==> config.mk <==
export PLATFORM = sky130hd
export DESIGN_NAME = tls_top
export DESIGN_NICKNAME = d
export VERILOG_FILES = /design/src/hdl/tls_trip_cell.v /design/src/hdl/tls_top.v
export VERILOG_INCLUDE_DIRS = /design/src /design/src/hdl
export SDC_FILE = /design/constraint.sdc
export NUM_CORES = 1
export LEC_CHECK = 0
export ABC_AREA = 0
export BUFFER_PORTS_ARGS = -buffer_cell sky130_fd_sc_hd__buf_2
export CORE_AREA = 8 8 134 136
export DETAILED_ROUTE_END_ITERATION = 8
export DIE_AREA = 0 0 142 144
export HOLD_SLACK_MARGIN = 0.06
export PLACE_DENSITY = 0.84
export SYNTH_ARGS = -nofsm -noshare
export SYNTH_HDL_FRONTEND = slang
export SYNTH_HIERARCHICAL = 1
export SYNTH_SLANG_ARGS = --single-unit
==> constraint.sdc <==
create_clock -name clk_sys_in -period 6.9 [get_ports clk_sys_in]
set_input_delay 2.07 -clock clk_sys_in [delete_from_list [all_inputs] [get_ports clk_sys_in]]
set_output_delay 2.07 -clock clk_sys_in [all_outputs]
set_load 0.05 [all_outputs]
==> src/hdl/tls_map.vh <==
// Register offsets, field positions and reset values for the limit/status block.
// Assumes a plain Verilog-2005 flow; included by bare name.
`ifndef TLS_MAP_VH
`define TLS_MAP_VH

// Read offsets
`define TLS_RD_LOCAL_VAL     8'h00
`define TLS_RD_REMOTE_VAL_HI 8'h01
`define TLS_RD_STATUS        8'h02
`define TLS_RD_CONFIG        8'h03
`define TLS_RD_LOCAL_HIGH    8'h05
`define TLS_RD_LOCAL_LOW     8'h06
`define TLS_RD_REM_HIGH_HI   8'h07
`define TLS_RD_REM_LOW_HI    8'h08
`define TLS_RD_REMOTE_VAL_LO 8'h10

// Write offsets
`define TLS_WR_CONFIG        8'h09
`define TLS_WR_LOCAL_HIGH    8'h0b
`define TLS_WR_LOCAL_LOW     8'h0c
`define TLS_WR_REM_HIGH_HI   8'h0d
`define TLS_WR_REM_LOW_HI    8'h0e
`define TLS_WR_ONE_SHOT      8'h0f

// Shared read/write offsets
`define TLS_OFFSET_UPPER     8'h11
`define TLS_OFFSET_LOWER     8'h12
`define TLS_REM_HIGH_LO      8'h13
`define TLS_REM_LOW_LO       8'h14
`define TLS_REM_TRIP_LIM     8'h19
`define TLS_LOC_TRIP_LIM     8'h20
`define TLS_TRIP_HYST        8'h21

// Reset values
`define TLS_RST_LOCAL_HIGH   8'h55
`define TLS_RST_LOCAL_LOW    8'h00
`define TLS_RST_REM_HIGH     8'h55
`define TLS_RST_REM_LOW      8'h00
`define TLS_RST_REM_LO_BYTE  8'h00
`define TLS_RST_REM_TRIP     8'h6c
`define TLS_RST_LOC_TRIP     8'h55
`define TLS_RST_HYST         8'h0a
`define TLS_RST_OFFSET       8'h00
`define TLS_RST_CONFIG       8'h00

// Configuration bit positions
`define TLS_CFG_MASK_BIT     7
`define TLS_CFG_STANDBY_BIT  6
`define TLS_CFG_PIN6_BIT     5
`define TLS_CFG_RANGE_BIT    2

// Status bit positions
`define TLS_ST_BUSY          7
`define TLS_ST_LOC_OVER      6
`define TLS_ST_LOC_UNDER     5
`define TLS_ST_REM_OVER      4
`define TLS_ST_REM_UNDER     3
`define TLS_ST_OPEN          2
`define TLS_ST_REM_TRIP      1
`define TLS_ST_LOC_TRIP      0

`endif

==> src/hdl/tls_trip_cell.v <==
// Comparator trip channel with hysteresis for one temperature channel.
// Assumes value, limit and hysteresis are stable bytes on the same clock.
`timescale 1ns/10ps
module tls_trip_cell (
  input wire clk_sys_in,
  input wire rst_n_in,
  input wire [7:0] value_in,
  input wire [7:0] limit_in,
  input wire [7:0] hyst_in,
  output wire trip_out
);

  reg trip_q;
  reg trip_d;
  wire [8:0] diff;
  wire [7:0] release_thr;

  // Hysteresis larger than the limit releases only at the bottom of scale
  assign diff = {1'b0, limit_in} - {1'b0, hyst_in};
  assign release_thr = diff[8] ? 8'h00 : diff[7:0];

  always @*
  begin
    trip_d = trip_q;
    if (value_in > limit_in)
    begin
      trip_d = 1'b1;
    end
    else if (value_in <= release_thr)
    begin
      trip_d = 1'b0;
    end
  end

  always @(posedge clk_sys_in or negedge rst_n_in)
  begin
    if (!rst_n_in)
    begin
      trip_q <= 1'b0;
    end
    else
    begin
      trip_q <= trip_d;
    end
  end

  assign trip_out = trip_q;

endmodule // tls_trip_cell

==> src/hdl/tls_top.v <==
// Limit comparison, status flags and alarm/trip outputs of a two-channel monitor.
// Assumes a protocol engine issuing one-cycle register read/write pulses on clk.
// How it works
// - Every limit register is writable and readable; remote limits have two bytes.
// - Alarm mode flags a high violation only when reading is strictly above limit.
// - A reading equal to or below the low limit sets the low flag.
// - Fan trip output goes low when local or remote trip limit is exceeded.
// - In second-trip mode pin 6 goes low when either high limit is exceeded.
// - One hysteresis byte at 0x21, reset to 10, serves both trip channels.
// - Status byte at 0x02 is read-only; bit 7 shows conversion busy.
// - Status bits 6..0 map local/remote over, under, open, remote and local trip.
// - In alarm mode any of status bits 6..2 sets the alarm latch.
// - Status read clears bits 6..2 only where their cause has gone.
// - Alarm latch clears only on alert response with causes gone and flags clear.
// - Trip bits 1 and 0 hold fan trip low and self-clear when back in limits.
// - Trip releases only at trip limit minus hysteresis.
// - Second-trip output uses only bits 6 and 4 and releases at the high limit, with no hysteresis.
// - Flags latch until status read or reset; in second-trip mode only open latches.
// - Remote offset is 10-bit two's complement: 0x11 upper byte, 0x12 top two bits.
// - Signed offset in quarter degrees is added to every remote result.
// - Offset resets to zero so remote results pass unchanged.
// - Write to 0x0F in standby runs one conversion; data is discarded.
// - Config bit 5 selects pin 6 as alarm output or second trip output.
// - Config bit 7 masks the alarm output, only in alarm mode.
// - Config bit 6 selects standby; bus and both outputs stay active.
`timescale 1ns/10ps
`include "tls_map.vh"
module tls_top (
  input wire clk_sys_in,
  input wire arst_n_in,
  input wire [7:0] reg_addr_in,
  input wire reg_wr_in,
  input wire [7:0] reg_wdata_in,
  input wire reg_rd_in,
  output wire [7:0] reg_rdata_out,
  input wire alert_ack_in,
  output wire alarm_pending_out,
  input wire conv_tick_in,
  output wire conv_start_out,
  input wire adc_done_in,
  input wire [7:0] adc_local_in,
  input wire [9:0] adc_remote_in,
  input wire adc_open_in,
  output wire range_ext_out,
  output wire standby_out,
  output wire fan_trip_n_out,
  output wire pin6_n_out
);

  localparam ST_IDLE = 1'b0;
  localparam ST_CONV = 1'b1;

  reg rst_meta_q;
  reg rst_sync_q;
  wire rst_n;

  reg [7:0] cfg_q;
  reg [7:0] loc_high_q;
  reg [7:0] loc_low_q;
  reg [7:0] rem_high_hi_q;
  reg [7:0] rem_high_lo_q;
  reg [7:0] rem_low_hi_q;
  reg [7:0] rem_low_lo_q;
  reg [7:0] rem_trip_q;
  reg [7:0] loc_trip_q;
  reg [7:0] hyst_q;
  reg [7:0] off_hi_q;
  reg [7:0] off_lo_q;

  reg [7:0] loc_val_q;
  reg [9:0] rem_val_q;
  reg open_q;
  reg state_q;
  reg state_d;
  reg one_shot_q;
  reg alarm_q;
  reg [6:2] flag_q;
  reg [7:0] rdata_q;
  reg [7:0] rdata_d;

  wire second_trip_mode;
  wire standby;
  wire rd_status;
  wire [9:0] rem_high_lim;
  wire [9:0] rem_low_lim;
  wire [9:0] offset_val;
  wire [11:0] rem_sum;
  wire [9:0] rem_adj;
  wire [6:2] cond;
  wire [6:2] flag_d;
  wire loc_trip_flag;
  wire rem_trip_flag;
  wire [7:0] status;
  wire start_conv;

  // Reset release through two flops; assertion stays asynchronous
  always @(posedge clk_sys_in or negedge arst_n_in)
  begin
    if (!arst_n_in)
    begin
      rst_meta_q <= 1'b0;
      rst_sync_q <= 1'b0;
    end
    else
    begin
      rst_meta_q <= 1'b1;
      rst_sync_q <= rst_meta_q;
    end
  end

  assign rst_n = rst_sync_q;

  assign second_trip_mode = cfg_q[`TLS_CFG_PIN6_BIT];
  assign standby = cfg_q[`TLS_CFG_STANDBY_BIT];
  assign rd_status = reg_rd_in && (reg_addr_in == `TLS_RD_STATUS);

  // Register writes
  always @(posedge clk_sys_in or negedge rst_n)
  begin
    if (!rst_n)
    begin
      cfg_q <= `TLS_RST_CONFIG;
      loc_high_q <= `TLS_RST_LOCAL_HIGH;
      loc_low_q <= `TLS_RST_LOCAL_LOW;
      rem_high_hi_q <= `TLS_RST_REM_HIGH;
      rem_high_lo_q <= `TLS_RST_REM_LO_BYTE;
      rem_low_hi_q <= `TLS_RST_REM_LOW;
      rem_low_lo_q <= `TLS_RST_REM_LO_BYTE;
      rem_trip_q <= `TLS_RST_REM_TRIP;
      loc_trip_q <= `TLS_RST_LOC_TRIP;
      hyst_q <= `TLS_RST_HYST;
      off_hi_q <= `TLS_RST_OFFSET;
      off_lo_q <= `TLS_RST_OFFSET;
    end
    else if (reg_wr_in)
    begin
      if (reg_addr_in == `TLS_WR_CONFIG)
      begin
        // Reserved bits are not stored and read as zero
        cfg_q <= reg_wdata_in & 8'he4;
      end
      else if (reg_addr_in == `TLS_WR_LOCAL_HIGH)
      begin
        loc_high_q <= reg_wdata_in;
      end
      else if (reg_addr_in == `TLS_WR_LOCAL_LOW)
      begin
        loc_low_q <= reg_wdata_in;
      end
      else if (reg_addr_in == `TLS_WR_REM_HIGH_HI)
      begin
        rem_high_hi_q <= reg_wdata_in;
      end
      else if (reg_addr_in == `TLS_REM_HIGH_LO)
      begin
        rem_high_lo_q <= {reg_wdata_in[7:6], 6'h00};
      end
      else if (reg_addr_in == `TLS_WR_REM_LOW_HI)
      begin
        rem_low_hi_q <= reg_wdata_in;
      end
      else if (reg_addr_in == `TLS_REM_LOW_LO)
      begin
        rem_low_lo_q <= {reg_wdata_in[7:6], 6'h00};
      end
      else if (reg_addr_in == `TLS_REM_TRIP_LIM)
      begin
        rem_trip_q <= reg_wdata_in;
      end
      else if (reg_addr_in == `TLS_LOC_TRIP_LIM)
      begin
        loc_trip_q <= reg_wdata_in;
      end
      else if (reg_addr_in == `TLS_TRIP_HYST)
      begin
        hyst_q <= reg_wdata_in;
      end
      else if (reg_addr_in == `TLS_OFFSET_UPPER)
      begin
        off_hi_q <= reg_wdata_in;
      end
      else if (reg_addr_in == `TLS_OFFSET_LOWER)
      begin
        off_lo_q <= {reg_wdata_in[7:6], 6'h00};
      end
    end
  end

  // Remote offset: sign-extended sum, clamped to the 10-bit scale
  assign offset_val = {off_hi_q, off_lo_q[7:6]};
  assign rem_sum = {2'b00, adc_remote_in} + {{2{offset_val[9]}}, offset_val};
  assign rem_adj = rem_sum[11] ? 10'h000 : (rem_sum[10] ? 10'h3ff : rem_sum[9:0]);

  // One-shot request waits out any conversion already running
  always @(posedge clk_sys_in or negedge rst_n)
  begin
    if (!rst_n)
    begin
      one_shot_q <= 1'b0;
    end
    else if (reg_wr_in && (reg_addr_in == `TLS_WR_ONE_SHOT) && standby)
    begin
      one_shot_q <= 1'b1;
    end
    else if (start_conv)
    begin
      one_shot_q <= 1'b0;
    end
  end

  assign start_conv = (state_q == ST_IDLE) &&
    ((!standby && conv_tick_in) || one_shot_q);

  always @*
  begin
    state_d = state_q;
    case (state_q)
      ST_IDLE:
      begin
        if (start_conv)
        begin
          state_d = ST_CONV;
        end
      end
      ST_CONV:
      begin
        if (adc_done_in)
        begin
          state_d = ST_IDLE;
        end
      end
      default:
      begin
        state_d = ST_IDLE;
      end
    endcase
  end

  always @(posedge clk_sys_in or negedge rst_n)
  begin
    if (!rst_n)
    begin
      state_q <= ST_IDLE;
      loc_val_q <= 8'h00;
      rem_val_q <= 10'h000;
      open_q <= 1'b0;
    end
    else
    begin
      state_q <= state_d;
      if ((state_q == ST_CONV) && adc_done_in)
      begin
        loc_val_q <= adc_local_in;
        rem_val_q <= rem_adj;
        open_q <= adc_open_in;
      end
    end
  end

  // Limits compare in the measurement format, whatever the range setting
  assign rem_high_lim = {rem_high_hi_q, rem_high_lo_q[7:6]};
  assign rem_low_lim = {rem_low_hi_q, rem_low_lo_q[7:6]};
  assign cond[`TLS_ST_LOC_OVER] = loc_val_q > loc_high_q;
  assign cond[`TLS_ST_LOC_UNDER] = loc_val_q <= loc_low_q;
  assign cond[`TLS_ST_REM_OVER] = rem_val_q > rem_high_lim;
  assign cond[`TLS_ST_REM_UNDER] = rem_val_q <= rem_low_lim;
  assign cond[`TLS_ST_OPEN] = open_q;

  // Latched flags: a live cause beats a clearing read
  genvar gi;
  generate
    for (gi = 2; gi <= 6; gi = gi + 1)
    begin : g_flag
      if (gi == `TLS_ST_OPEN)
      begin : g_open
        assign flag_d[gi] = cond[gi] | (flag_q[gi] & ~rd_status);
      end
      else
      begin : g_lim
        assign flag_d[gi] = second_trip_mode ? cond[gi] :
          (cond[gi] | (flag_q[gi] & ~rd_status));
      end
    end
  endgenerate

  always @(posedge clk_sys_in or negedge rst_n)
  begin
    if (!rst_n)
    begin
      flag_q <= 5'h00;
    end
    else
    begin
      flag_q <= flag_d;
    end
  end

  tls_trip_cell u_loc_trip (
    .clk_sys_in(clk_sys_in),
    .rst_n_in(rst_n),
    .value_in(loc_val_q),
    .limit_in(loc_trip_q),
    .hyst_in(hyst_q),
    .trip_out(loc_trip_flag)
  );

  // Remote trip limit is whole degrees, so the fraction is dropped
  tls_trip_cell u_rem_trip (
    .clk_sys_in(clk_sys_in),
    .rst_n_in(rst_n),
    .value_in(rem_val_q[9:2]),
    .limit_in(rem_trip_q),
    .hyst_in(hyst_q),
    .trip_out(rem_trip_flag)
  );

  assign status = {(state_q == ST_CONV), flag_q, rem_trip_flag, loc_trip_flag};

  // Alarm latch survives status reads; only a serviced alert clears it
  always @(posedge clk_sys_in or negedge rst_n)
  begin
    if (!rst_n)
    begin
      alarm_q <= 1'b0;
    end
    else if (!second_trip_mode && (|flag_q))
    begin
      alarm_q <= 1'b1;
    end
    else if (alert_ack_in && !(|cond) && !(|flag_q))
    begin
      alarm_q <= 1'b0;
    end
  end

  assign fan_trip_n_out = ~(loc_trip_flag | rem_trip_flag);
  assign pin6_n_out = second_trip_mode ?
    ~(flag_q[`TLS_ST_LOC_OVER] | flag_q[`TLS_ST_REM_OVER]) :
    ~(alarm_q & ~cfg_q[`TLS_CFG_MASK_BIT]);
  assign alarm_pending_out = alarm_q;
  assign conv_start_out = start_conv;
  assign range_ext_out = cfg_q[`TLS_CFG_RANGE_BIT];
  assign standby_out = standby;

  // Read mux; unmapped offsets read zero
  always @*
  begin
    rdata_d = 8'h00;
    if (reg_addr_in == `TLS_RD_LOCAL_VAL)
    begin
      rdata_d = loc_val_q;
    end
    else if (reg_addr_in == `TLS_RD_REMOTE_VAL_HI)
    begin
      rdata_d = rem_val_q[9:2];
    end
    else if (reg_addr_in == `TLS_RD_REMOTE_VAL_LO)
    begin
      rdata_d = {rem_val_q[1:0], 6'h00};
    end
    else if (reg_addr_in == `TLS_RD_STATUS)
    begin
      rdata_d = status;
    end
    else if (reg_addr_in == `TLS_RD_CONFIG)
    begin
      rdata_d = cfg_q;
    end
    else if (reg_addr_in == `TLS_RD_LOCAL_HIGH)
    begin
      rdata_d = loc_high_q;
    end
    else if (reg_addr_in == `TLS_RD_LOCAL_LOW)
    begin
      rdata_d = loc_low_q;
    end
    else if (reg_addr_in == `TLS_RD_REM_HIGH_HI)
    begin
      rdata_d = rem_high_hi_q;
    end
    else if (reg_addr_in == `TLS_RD_REM_LOW_HI)
    begin
      rdata_d = rem_low_hi_q;
    end
    else if (reg_addr_in == `TLS_REM_HIGH_LO)
    begin
      rdata_d = rem_high_lo_q;
    end
    else if (reg_addr_in == `TLS_REM_LOW_LO)
    begin
      rdata_d = rem_low_lo_q;
    end
    else if (reg_addr_in == `TLS_REM_TRIP_LIM)
    begin
      rdata_d = rem_trip_q;
    end
    else if (reg_addr_in == `TLS_LOC_TRIP_LIM)
    begin
      rdata_d = loc_trip_q;
    end
    else if (reg_addr_in == `TLS_TRIP_HYST)
    begin
      rdata_d = hyst_q;
    end
    else if (reg_addr_in == `TLS_OFFSET_UPPER)
    begin
      rdata_d = off_hi_q;
    end
    else if (reg_addr_in == `TLS_OFFSET_LOWER)
    begin
      rdata_d = off_lo_q;
    end
  end

  always @(posedge clk_sys_in or negedge rst_n)
  begin
    if (!rst_n)
    begin
      rdata_q <= 8'h00;
    end
    else if (reg_rd_in)
    begin
      rdata_q <= rdata_d;
    end
  end

  assign reg_rdata_out = rdata_q;

endmodule // tls_top

==> flow_metrics.py, run 1 <==
metrics = {
    "synth": {
        "synth_async_sr_flop_share_pct": 100,
        "yosys_warnings": 6,
        "synth_fp_nets": 1025,
        "synthTopCellsByCount": "dfrtp_1 (95), ha_1 (95), inv_1 (82), mux2_2 (75), a21oi_1 (69)",
        "netlist_area_mm2": 0.00853,
        "avgSynthCellArea_um2": 9.64,
        "synth.distinct_cells": 88,
        "yosysSeqAreaShare_pct": 33.4,
        "yosys.area.top_type": "dfrtp_1",
        "ys.flop_type": "dfrtp_1",
        "syn-instance-count": 885,
        "synth_seq_cells": 113,
        "yosys-top-cells-area": "dfrtp_1 (28%), ha_1 (14%), mux2_2 (9.9%)",
        "synth_top_area_share_pct": 27.9,
        "synth-edff-count": 0,
    },
    "clock_tree": {
        "hold_buffers": 0,
        "cts_tree": "yes",
        "post-cts-setup-buffers": 0,
        "cts_resized": 0,
        "cts_root_buffer": "clkbuf_16",
        "clkTransAtPathRegs_ns": 0.06,
        "cts_buffers": 17,
        "cts_max_level": 4,
        "cts_buffer_depth": 2,
        "clkLatencyLatePin_ns": 0.43,
        "cts.sinks": 113,
    },
    "routing": {
        "drc": 0,
        "drt-wirelength-per-cell_um": 21.9,
        "drt_wl_total_mm": 25.6,
        "drtIter0Drc": 749,
        "dr_total_vias": 7430,
        "postRouteAntennaNets": 0,
        "viasPerCell": 6.37,
        "drtPass1Iterations": 5,
    },
    "power_and_ir_drop": {
        "powerDensity_mw_per_mm2": 245,
        "vdd_drop_max_mv": 0.157,
        "power.leakage_nw": 4.24,
        "total_power_w": 0.00235,
    },
    "layout": {
        "instances_no_fill": 1167,
        "diodes": 0,
        "nFillCells": 1261,
        "syn_to_final_growth_pct": 12.5,
        "nets": 1074,
        "drive_above_1_share_pct": 23.5,
    },
    "grt": {
        "grt_pass1_vias": 7470,
        "globalRouteTotalUtil_pct": 25.6,
        "grt_max_degree": 68,
        "antenna_found_initial": 0,
        "grt_overflow": 0,
        "grt_pass1_wl_mm": 39.7,
    },
    "critical_path": {
        "rr_worst_depth": 14,
        "worstPathArrival_ns": 2.60,
        "crit_type": "in2out",
        "worst_setup_path_end_kind": "output pin",
        "cp-startpoint": "conv_tick_in",
        "regToRegSetupSlack_ns": 3.29,
        "timing.rr.start": "loc_trip_q[0]",
        "rr_endpoint": "u_loc_trip/trip_out",
        "crit_path_start_kind": "primary input",
        "crit_required_ns": 4.83,
        "worstPathMaxFanout": 2,
    },
    "run_status": {
        "status": "finished, final reports clean",
    },
    "placement": {
        "port_buffers": 55,
        "hpwl_mm": 18.1,
        "numPlacedInstances": 1135,
        "finalWeightedCongestion": 0.970,
    },
    "floorplan": {
        "die-area_mm2": 0.0204,
        "die_w_um": 142,
        "ios": 56,
        "die_h_um": 144,
        "fp.coreArea_mm2": 0.0161,
        "rows": 47,
        "initial_core_util_pct": 53.1,
    },
    "sta": {
        "worstMarginPinSlew_ns": 1.16,
        "slew_headroom_pct": 22.4,
        "period_share_pct": 67.7,
        "rsz0062_at_grt": "false",
        "fmax_ghz": 0.214,
        "hold_viol": 0,
        "finalClockSkew_ns": 0.00823,
        "setup_viol": 0,
        "finalCriticalPeriod_ns": 4.67,
        "tns_ns": 0,
        "slew_violations": 0,
    },
    "min_path": {
        "worstHoldPathType": "reg2async",
    },
    "job": {
        "cap_viol_max_count": 0,
    },
}
-- routing by layer --
metal	vias up	global-route usage [%]	part of all wire, %
met5	-	0	0
met3	102	4.95	7.4
met1	3585	29.9	39
met2	390	42.6	48
met4	0	16.1	5.1
li1	3353	-	-
-- stage by stage --
| step | util [%] | cell area, µm² | hold WS [ns] | worst slack, ns |
|---|---|---|---|---|
| after floorplan | - | 8530 | 0.331 | 2.05 |
| after global placement | 55.9 | 8970 | 0.337 | 2.24 |
| after detailed placement | 55.9 | 8970 | 0.342 | 2.23 |
| after CTS | 59.8 | 9600 | 0.353 | 2.23 |
| after global routing | 59.8 | 9600 | 0.368 | 2.21 |
| final | 59.8 | 9600 | 0.327 | 2.23 |
-- flip-flops by register name, indices dropped and copies added (netlist names), 8 cells and up --
signal         cells
hyst_q             8
loc_high_q         8
loc_low_q          8
loc_trip_q         8
loc_val_q          8
off_hi_q           8
reg_rdata_out      8
rem_high_hi_q      8
rem_low_hi_q       8
rem_trip_q         8
rem_val_q         10
-- cells by family after synthesis --
group                    Yosys count  share of synthesized area, %
flip-flops                       113                          33.4
multiplexers                      90                          12.1
AND/OR/NAND/NOR                  209                          13.8
XOR/XNOR                          13                          1.33
adder cells (fa/ha/maj)           98                          14.6
AO/OA/AOI/OAI                    249                          19.3
other                              1                        0.0440
buffers and inverters            112                          5.35
-- power by group --
part	total [W]	leakage (nW)	switching (W)	internal (W)
registers	0.000834	1.41	0.000112	0.000722
clock network	0.000918	0.290	0.000337	0.000581
logic	0.000597	2.54	0.000336	0.000261
total	0.00235	4.24	0.000784	0.00156
-- placed cells by master (no fill, tap or decap), types with 8 or more instances in the layout --
cell type and count:
ha_1 95, dfrtp_1 94, inv_1 82, mux2_2 75, a21oi_1 69, nand2_1 58
buf_2 55, o21ai_0 48, nor2_1 40, nand3_1 18, dfstp_2 18, a21o_1 17
o22ai_1 17, clkbuf_16 17, a22oi_1 16, nand4_1 15, nand2b_1 13, nor2b_1 12
xnor2_1 12, mux2_4 8, o21a_1 8
-- area by class of cell --
type                            count  area (µm²)  share of cell area [%]
Multi-Input combinational cell    660        5230                    54.5
Sequential cell                   113        2850                    29.7
Clock buffer                       18         439                    4.58
Timing Repair Buffer               60         313                    3.26
Inverter                           82         308                    3.21
Tap cell                          220         275                    2.87
Clock inverter                     14         181                    1.89
-- worst max path at each step --
stage / endpoint / depth (start not counted)
after floorplan: conv_start_out / 2
after global routing: conv_start_out / 4
after detailed placement: conv_start_out / 4
after CTS: conv_start_out / 4
final: conv_start_out / 4
after global placement: conv_start_out / 4
-- worst max-delay path: stages --
cell and delay [ns]:
buf_2 0.10, a21oi_1 0.18, nor2_1 0.05, buf_2 0.21
Note: power is estimated with default switching activity, not from simulation.
==> run 2: changes to the inputs <==
Clock period 6.9 ns to 4.5 ns, I/O delays scaled along.
==> run 2 against run 1 <==
Net effect: die area unchanged; register-to-register slack worse by 2.4 ns; non-clock buffer count up 4; sequential power up 53%.
==> flow_metrics.py, run 2 (synthesis gave the netlist of run 1 again) <==
metrics = {
    "run_status": {
        "status": "finished, final reports clean",
    },
    "power_and_ir_drop": {
        "vdd_drop_max_mv": 0.236,
        "p_switching_w": 0.00120,
        "swShare_pct": 32.5,
        "pwr-share-seq_pct": 34.8,
        "pwr-share-clk_pct": 40.6,
        "total_power_w": 0.00369,
        "p_int_w": 0.00249,
        "combPwrFrac_pct": 24.6,
        "power.leakage_nw": 4.28,
        "powerDensity_mw_per_mm2": 382,
    },
    "floorplan": {
        "initial_core_util_pct": 53.1,
        "die_w_um": 142,
        "die_h_um": 144,
        "fp.coreArea_mm2": 0.0161,
        "die-area_mm2": 0.0204,
        "rows": 47,
        "ios": 56,
    },
    "job": {
        "cap_viol_max_count": 0,
    },
    "clock_tree": {
        "clkLatencyLatePin_ns": 0.42,
        "clkTransAtPathRegs_ns": 0.06,
        "cts_max_level": 4,
        "hold_buffers": 0,
        "cts_root_buffer": "clkbuf_16",
        "cts_tree": "yes",
        "cts_buffers": 17,
        "post-cts-setup-buffers": 0,
        "cts_resized": 0,
        "cts.sinks": 113,
        "cts_buffer_depth": 2,
    },
    "critical_path": {
        "crit_buf_inv": 1,
        "worstPathMaxFanout": 8,
        "timing.rr.start": "loc_trip_q[0]",
        "cp_slowest_stage_delay_ns": 0.56,
        "crit_required_ns": 4.78,
        "cp_cell_sequence": "inv_1, ha_1, fa_1, nor2b_1, o21a_1, o21a_1, a221o_1, nand2b_1, ha_1, nor2b_1, o211ai_1, a21oi_1, a2111oi_0, o22ai_1",
        "crit_path_top_delay_cell": "dfstp_2",
        "worstPathArrival_ns": 3.85,
        "worst_setup_path_end_kind": "register",
        "cp-startpoint": "loc_trip_q[0]",
        "cpLargestDelayFamily": "compound AO/OA/AOI/OAI gates",
        "crit_type": "reg2reg",
        "crit_path_start_kind": "register",
    },
    "placement": {
        "port_buffers": 55,
        "hpwl_mm": 18.1,
        "finalWeightedCongestion": 0.974,
        "place_ws_ns": 0.789,
        "numPlacedInstances": 1139,
    },
    "layout": {
        "nFillCells": 1274,
        "largest_reg_flops": 10,
        "syn_to_final_growth_pct": 13.2,
        "top_register": "rem_val_q",
        "layout_common_cells": "ha_1 (95), dfrtp_1 (94), inv_1 (82), mux2_2 (75), a21oi_1 (69)",
        "instances_no_fill": 1171,
        "diodes": 0,
        "drive_above_1_share_pct": 23.9,
        "nets": 1078,
        "final_common_cell": "ha_1",
        "seq_area_mm2": 0.00285,
        "multi_input_area_mm2": 0.00523,
    },
    "grt": {
        "met1_usage_pct": 30.2,
        "use_met2_pct": 43.1,
        "grt_pass1_vias": 7537,
        "grt_overflow": 0,
        "grt_pass1_wl_mm": 40.4,
        "grt_util_met3_pct": 5.81,
        "busiest_layer": "met2",
        "globalRouteTotalUtil_pct": 25.8,
        "grt_max_degree": 68,
        "antenna_found_initial": 0,
    },
    "routing": {
        "drc": 0,
        "drt_wl_total_mm": 25.7,
        "dr_total_vias": 7487,
        "drtPass1Iterations": 6,
        "postRouteAntennaNets": 0,
        "viasPerCell": 6.39,
        "drtIter0Drc": 736,
        "drt-wirelength-per-cell_um": 21.9,
    },
    "min_path": {
        "hold_start": "rst_meta_q",
        "worstHoldPathType": "reg2reg",
    },
    "sta": {
        "hold_viol": 0,
        "period_share_pct": 79.4,
        "fmax_ghz": 0.280,
        "rsz0062_at_grt": "false",
        "worstMarginPinSlew_ns": 0.970,
        "slew_violations": 0,
        "setup_viol": 0,
        "fin_ws_ns": 0.926,
        "finalClockSkew_ns": 0.00929,
        "slew_headroom_pct": 35.1,
        "tns_ns": 0,
        "finalCriticalPeriod_ns": 3.57,
    },
}
[run 2: cell types whose count changed in the layout (fill, tap and decap cells not counted)]
cell        before  now
clkinv_4         4    3
inv_6            3    2
bufinv_16        3    5
buf_4            5    9
clkinvlp_4       4    5
clkbuf_8         1    0
[run 2: worst paths after layout]
path                                  endpoint  cells after the start  slack, ns
min in group asynchronous     rem_high_hi_q[5]                      0       0.44
min                                      rst_n                      0       0.35
max                        u_loc_trip/trip_out                     14       0.93
min reg2reg                              rst_n                      0       0.35
max in group asynchronous        loc_high_q[5]                      1       2.95
max reg2reg                u_loc_trip/trip_out                     14       0.93
[run 2: power by group through the flow]
stage / Sequential [W] / Combinational, W / Clock [W]
after CTS: 0.00128 / 0.000892 / 0.00151
after detailed placement: 0.00129 / 0.000875 / 0
after floorplan: 0.00123 / 0.000653 / 0
final: 0.00128 / 0.000907 / 0.00150
after global placement: 0.00129 / 0.000835 / 0
after global routing: 0.00129 / 0.00102 / 0.00155
[run 2: worst register-to-register path, delay by kind of cell (launching register included)]
kind | cells | cell delay [ns]
compound gates | 7 | 1.39
fa+ha+maj | 3 | 1.05
flops | 1 | 0.56
simple gates | 3 | 0.39
buf+inv | 1 | 0.05
[run 2: metal layers]
layer	share of wire, %	up-vias
met5	0	-
met2	48	419
met4	5.6	0
li1	-	3362
met3	8.3	122
met1	39	3584
[run 2: metrics by stage]
step	hold slack (ns)	cell area (µm²)	util (%)
after floorplan	0.331	8530	-
after global placement	0.343	9000	56.1
after detailed placement	0.343	9000	56.1
after CTS	0.356	9660	60.2
after global routing	0.376	9660	60.2
final	0.354	9660	60.2
[run 2: cell type report]
cell class                      instances  share of cell area, %
Timing Repair Buffer                   64                   3.55
Sequential cell                       113                   29.5
Tap cell                              220                   2.85
Inverter                               82                   3.19
Clock buffer                           17                   4.40
Multi-Input combinational cell        660                   54.1
Clock inverter                         15                   2.40
==> run 3: changes to the inputs <==
Clock period 4.5 ns to 3.5 ns, I/O delays scaled along.
==> run 3 against run 2 <==
Net effect: global-route usage fell by 0.12 points; register-to-register slack got worse by 0.75 ns; die area did not move; sequential power rose by 29%; setup slack got worse by 0.75 ns; wire length fell by 0.51%; sequential cell count did not move; highest routed layer unchanged.
==> flow_metrics.py, run 3 (synthesis gave the netlist of run 1 again) <==
metrics = {
    "floorplan": {
        "rows": 47,
        "die-area_mm2": 0.0204,
        "ios": 56,
        "initial_core_util_pct": 53.1,
        "die_w_um": 142,
        "fp.coreArea_mm2": 0.0161,
        "die_h_um": 144,
    },
    "grt": {
        "antenna_found_initial": 0,
        "grt_pass1_wl_mm": 40.4,
        "globalRouteTotalUtil_pct": 25.7,
        "grt_max_degree": 86,
        "grt_overflow": 0,
        "grt_pass1_vias": 7543,
    },
    "sta": {
        "hold_viol": 0,
        "finalCriticalPeriod_ns": 3.33,
        "slew_violations": 0,
        "rsz0062_at_grt": "false",
        "worstMarginPinSlew_ns": 1.10,
        "tns_ns": 0,
        "period_share_pct": 95.0,
        "setup_viol": 0,
        "finalClockSkew_ns": 0.00548,
        "fmax_ghz": 0.301,
        "slew_headroom_pct": 26.4,
    },
    "routing": {
        "drtIter0Drc": 699,
        "viasPerCell": 6.44,
        "drtPass1Iterations": 8,
        "drt-wirelength-per-cell_um": 21.6,
        "postRouteAntennaNets": 0,
        "drt_wl_total_mm": 25.6,
        "dr_total_vias": 7624,
        "drc": 0,
    },
    "critical_path": {
        "worst_setup_path_end_kind": "register",
        "crit_required_ns": 3.78,
        "crit_path_start_kind": "register",
        "regToRegSetupSlack_ns": 0.17,
        "rr_worst_depth": 13,
        "worstPathArrival_ns": 3.61,
        "timing.rr.start": "loc_trip_q[0]",
        "crit_path_top_delay_cell": "dfstp_2",
        "rr_endpoint": "u_loc_trip/trip_out",
        "crit_type": "reg2reg",
        "cp_slowest_stage_delay_ns": 0.57,
        "cp_cell_sequence": "inv_1, ha_1, fa_2, nor2b_1, o21a_1, o21a_1, a221o_1, nand2_1, ha_1, a21oi_1, a21oi_1, a2111oi_2, o22ai_1",
        "cpLargestDelayFamily": "compound AO/OA/AOI/OAI gates",
        "crit_buf_inv": 1,
        "worstPathMaxFanout": 7,
    },
    "layout": {
        "drive_above_1_share_pct": 24.8,
        "diodes": 0,
        "final_core_util_pct": 60.2,
        "final_common_cell": "ha_1",
        "layout_common_cells": "ha_1 (95), dfrtp_1 (94), inv_1 (82), mux2_2 (75), a21oi_1 (69)",
        "syn_to_final_growth_pct": 13.3,
        "nets": 1090,
        "largest_reg_flops": 10,
        "top_register": "rem_val_q",
    },
    "min_path": {
        "holdPathStages": 0,
        "worstHoldPathType": "reg2reg",
        "hold_start": "rst_meta_q",
        "min_to": "rst_n",
    },
    "power_and_ir_drop": {
        "total_power_w": 0.00447,
        "powerDensity_mw_per_mm2": 463,
        "vdd_drop_max_mv": 0.372,
        "power.leakage_nw": 4.29,
    },
    "placement": {
        "port_buffers": 55,
        "finalWeightedCongestion": 0.965,
        "hpwl_mm": 18.4,
    },
    "clock_tree": {
        "cts_buffer_depth": 2,
        "cts_max_level": 4,
        "clkTransAtPathRegs_ns": 0.06,
        "cts_buffers": 17,
        "cts.sinks": 113,
        "cts_root_buffer": "clkbuf_16",
        "clkLatencyLatePin_ns": 0.42,
        "hold_buffers": 0,
        "cts_tree": "yes",
    },
    "job": {
        "cap_viol_max_count": 0,
    },
    "run_status": {
        "status": "finished, final reports clean",
    },
}
==> run 3: cell count changes in the layout (fill, tap and decap cells not counted) <==
cell,delta
buf_4,+11
bufinv_16,-4
clkinv_2,+4
clkbuf_1,+2
clkinv_4,-2
a2111oi_0,-1
a2111oi_2,+1
buf_12,+1
fa_1,-1
fa_2,+1
==> run 3: cell type report <==
class / instances / area (µm²)
Fill cell: 1291 / 6390
Multi-Input combinational cell: 660 / 5230
Sequential cell: 113 / 2850
Timing Repair Buffer: 76 / 445
Clock buffer: 19 / 433
Inverter: 82 / 308
Tap cell: 220 / 275
Clock inverter: 13 / 114
==> run 3: worst max path at each step <==
stage,start,end,slack (ns),depth (start not counted)
2_1_floorplan,rst_n,alarm_pending_out,0.15,0
3_3_place_gp,loc_trip_q[0],u_loc_trip/trip_out,0.26,14
3_5_place_dp,loc_trip_q[0],u_loc_trip/trip_out,0.17,14
4_1_cts,loc_trip_q[0],u_loc_trip/trip_out,0.04,14
5_1_grt,loc_trip_q[0],u_loc_trip/trip_out,0.001,14
6_report,loc_trip_q[0],u_loc_trip/trip_out,0.17,13
==> run 3: worst reg2reg max path, cell delays in order, from the launching register on <==
cell and delay [ns]:
dfstp_2 0.57, inv_1 0.05, ha_1 0.22, fa_2 0.41
nor2b_1 0.12, o21a_1 0.13, o21a_1 0.17, a221o_1 0.30
nand2_1 0.09, ha_1 0.35, a21oi_1 0.27, a21oi_1 0.13
a2111oi_2 0.25, o22ai_1 0.13
==> run 3: power by group <==
group	leakage, nW	internal, W	switching [W]	total, W
Sequential	1.41	0.00142	0.000223	0.00165
Combinational	2.63	0.000542	0.000672	0.00121
Clock	0.256	0.000972	0.000637	0.00161
==> run 3: metal layers <==
layer / GRT usage (%) / up-vias / share of wire [%]
met3: 5.78 / 142 / 8.3
met5: 0 / - / 0
met2: 42.8 / 439 / 48
met4: 15.0 / 0 / 5.6
li1: - / 3402 / -
met1: 30.0 / 3641 / 38
==> run 3: metrics by stage <==
stage	instance area [µm²]	cells	hold slack [ns]	worst slack, ns
2_1_floorplan	8530	885	0.331	0.150
3_3_place_gp	9090	1149	0.340	0.257
3_5_place_dp	9090	1149	0.342	0.171
4_1_cts	9640	1181	0.365	0.0407
5_1_grt	9660	1183	0.371	0.00136
6_report	9660	1183	0.358	0.174
==> run 3: what timing repair did <==
action	in CTS	in global routing
endpoints found under the setup margin	0	1
resized for setup	0	3
setup buffers	0	2
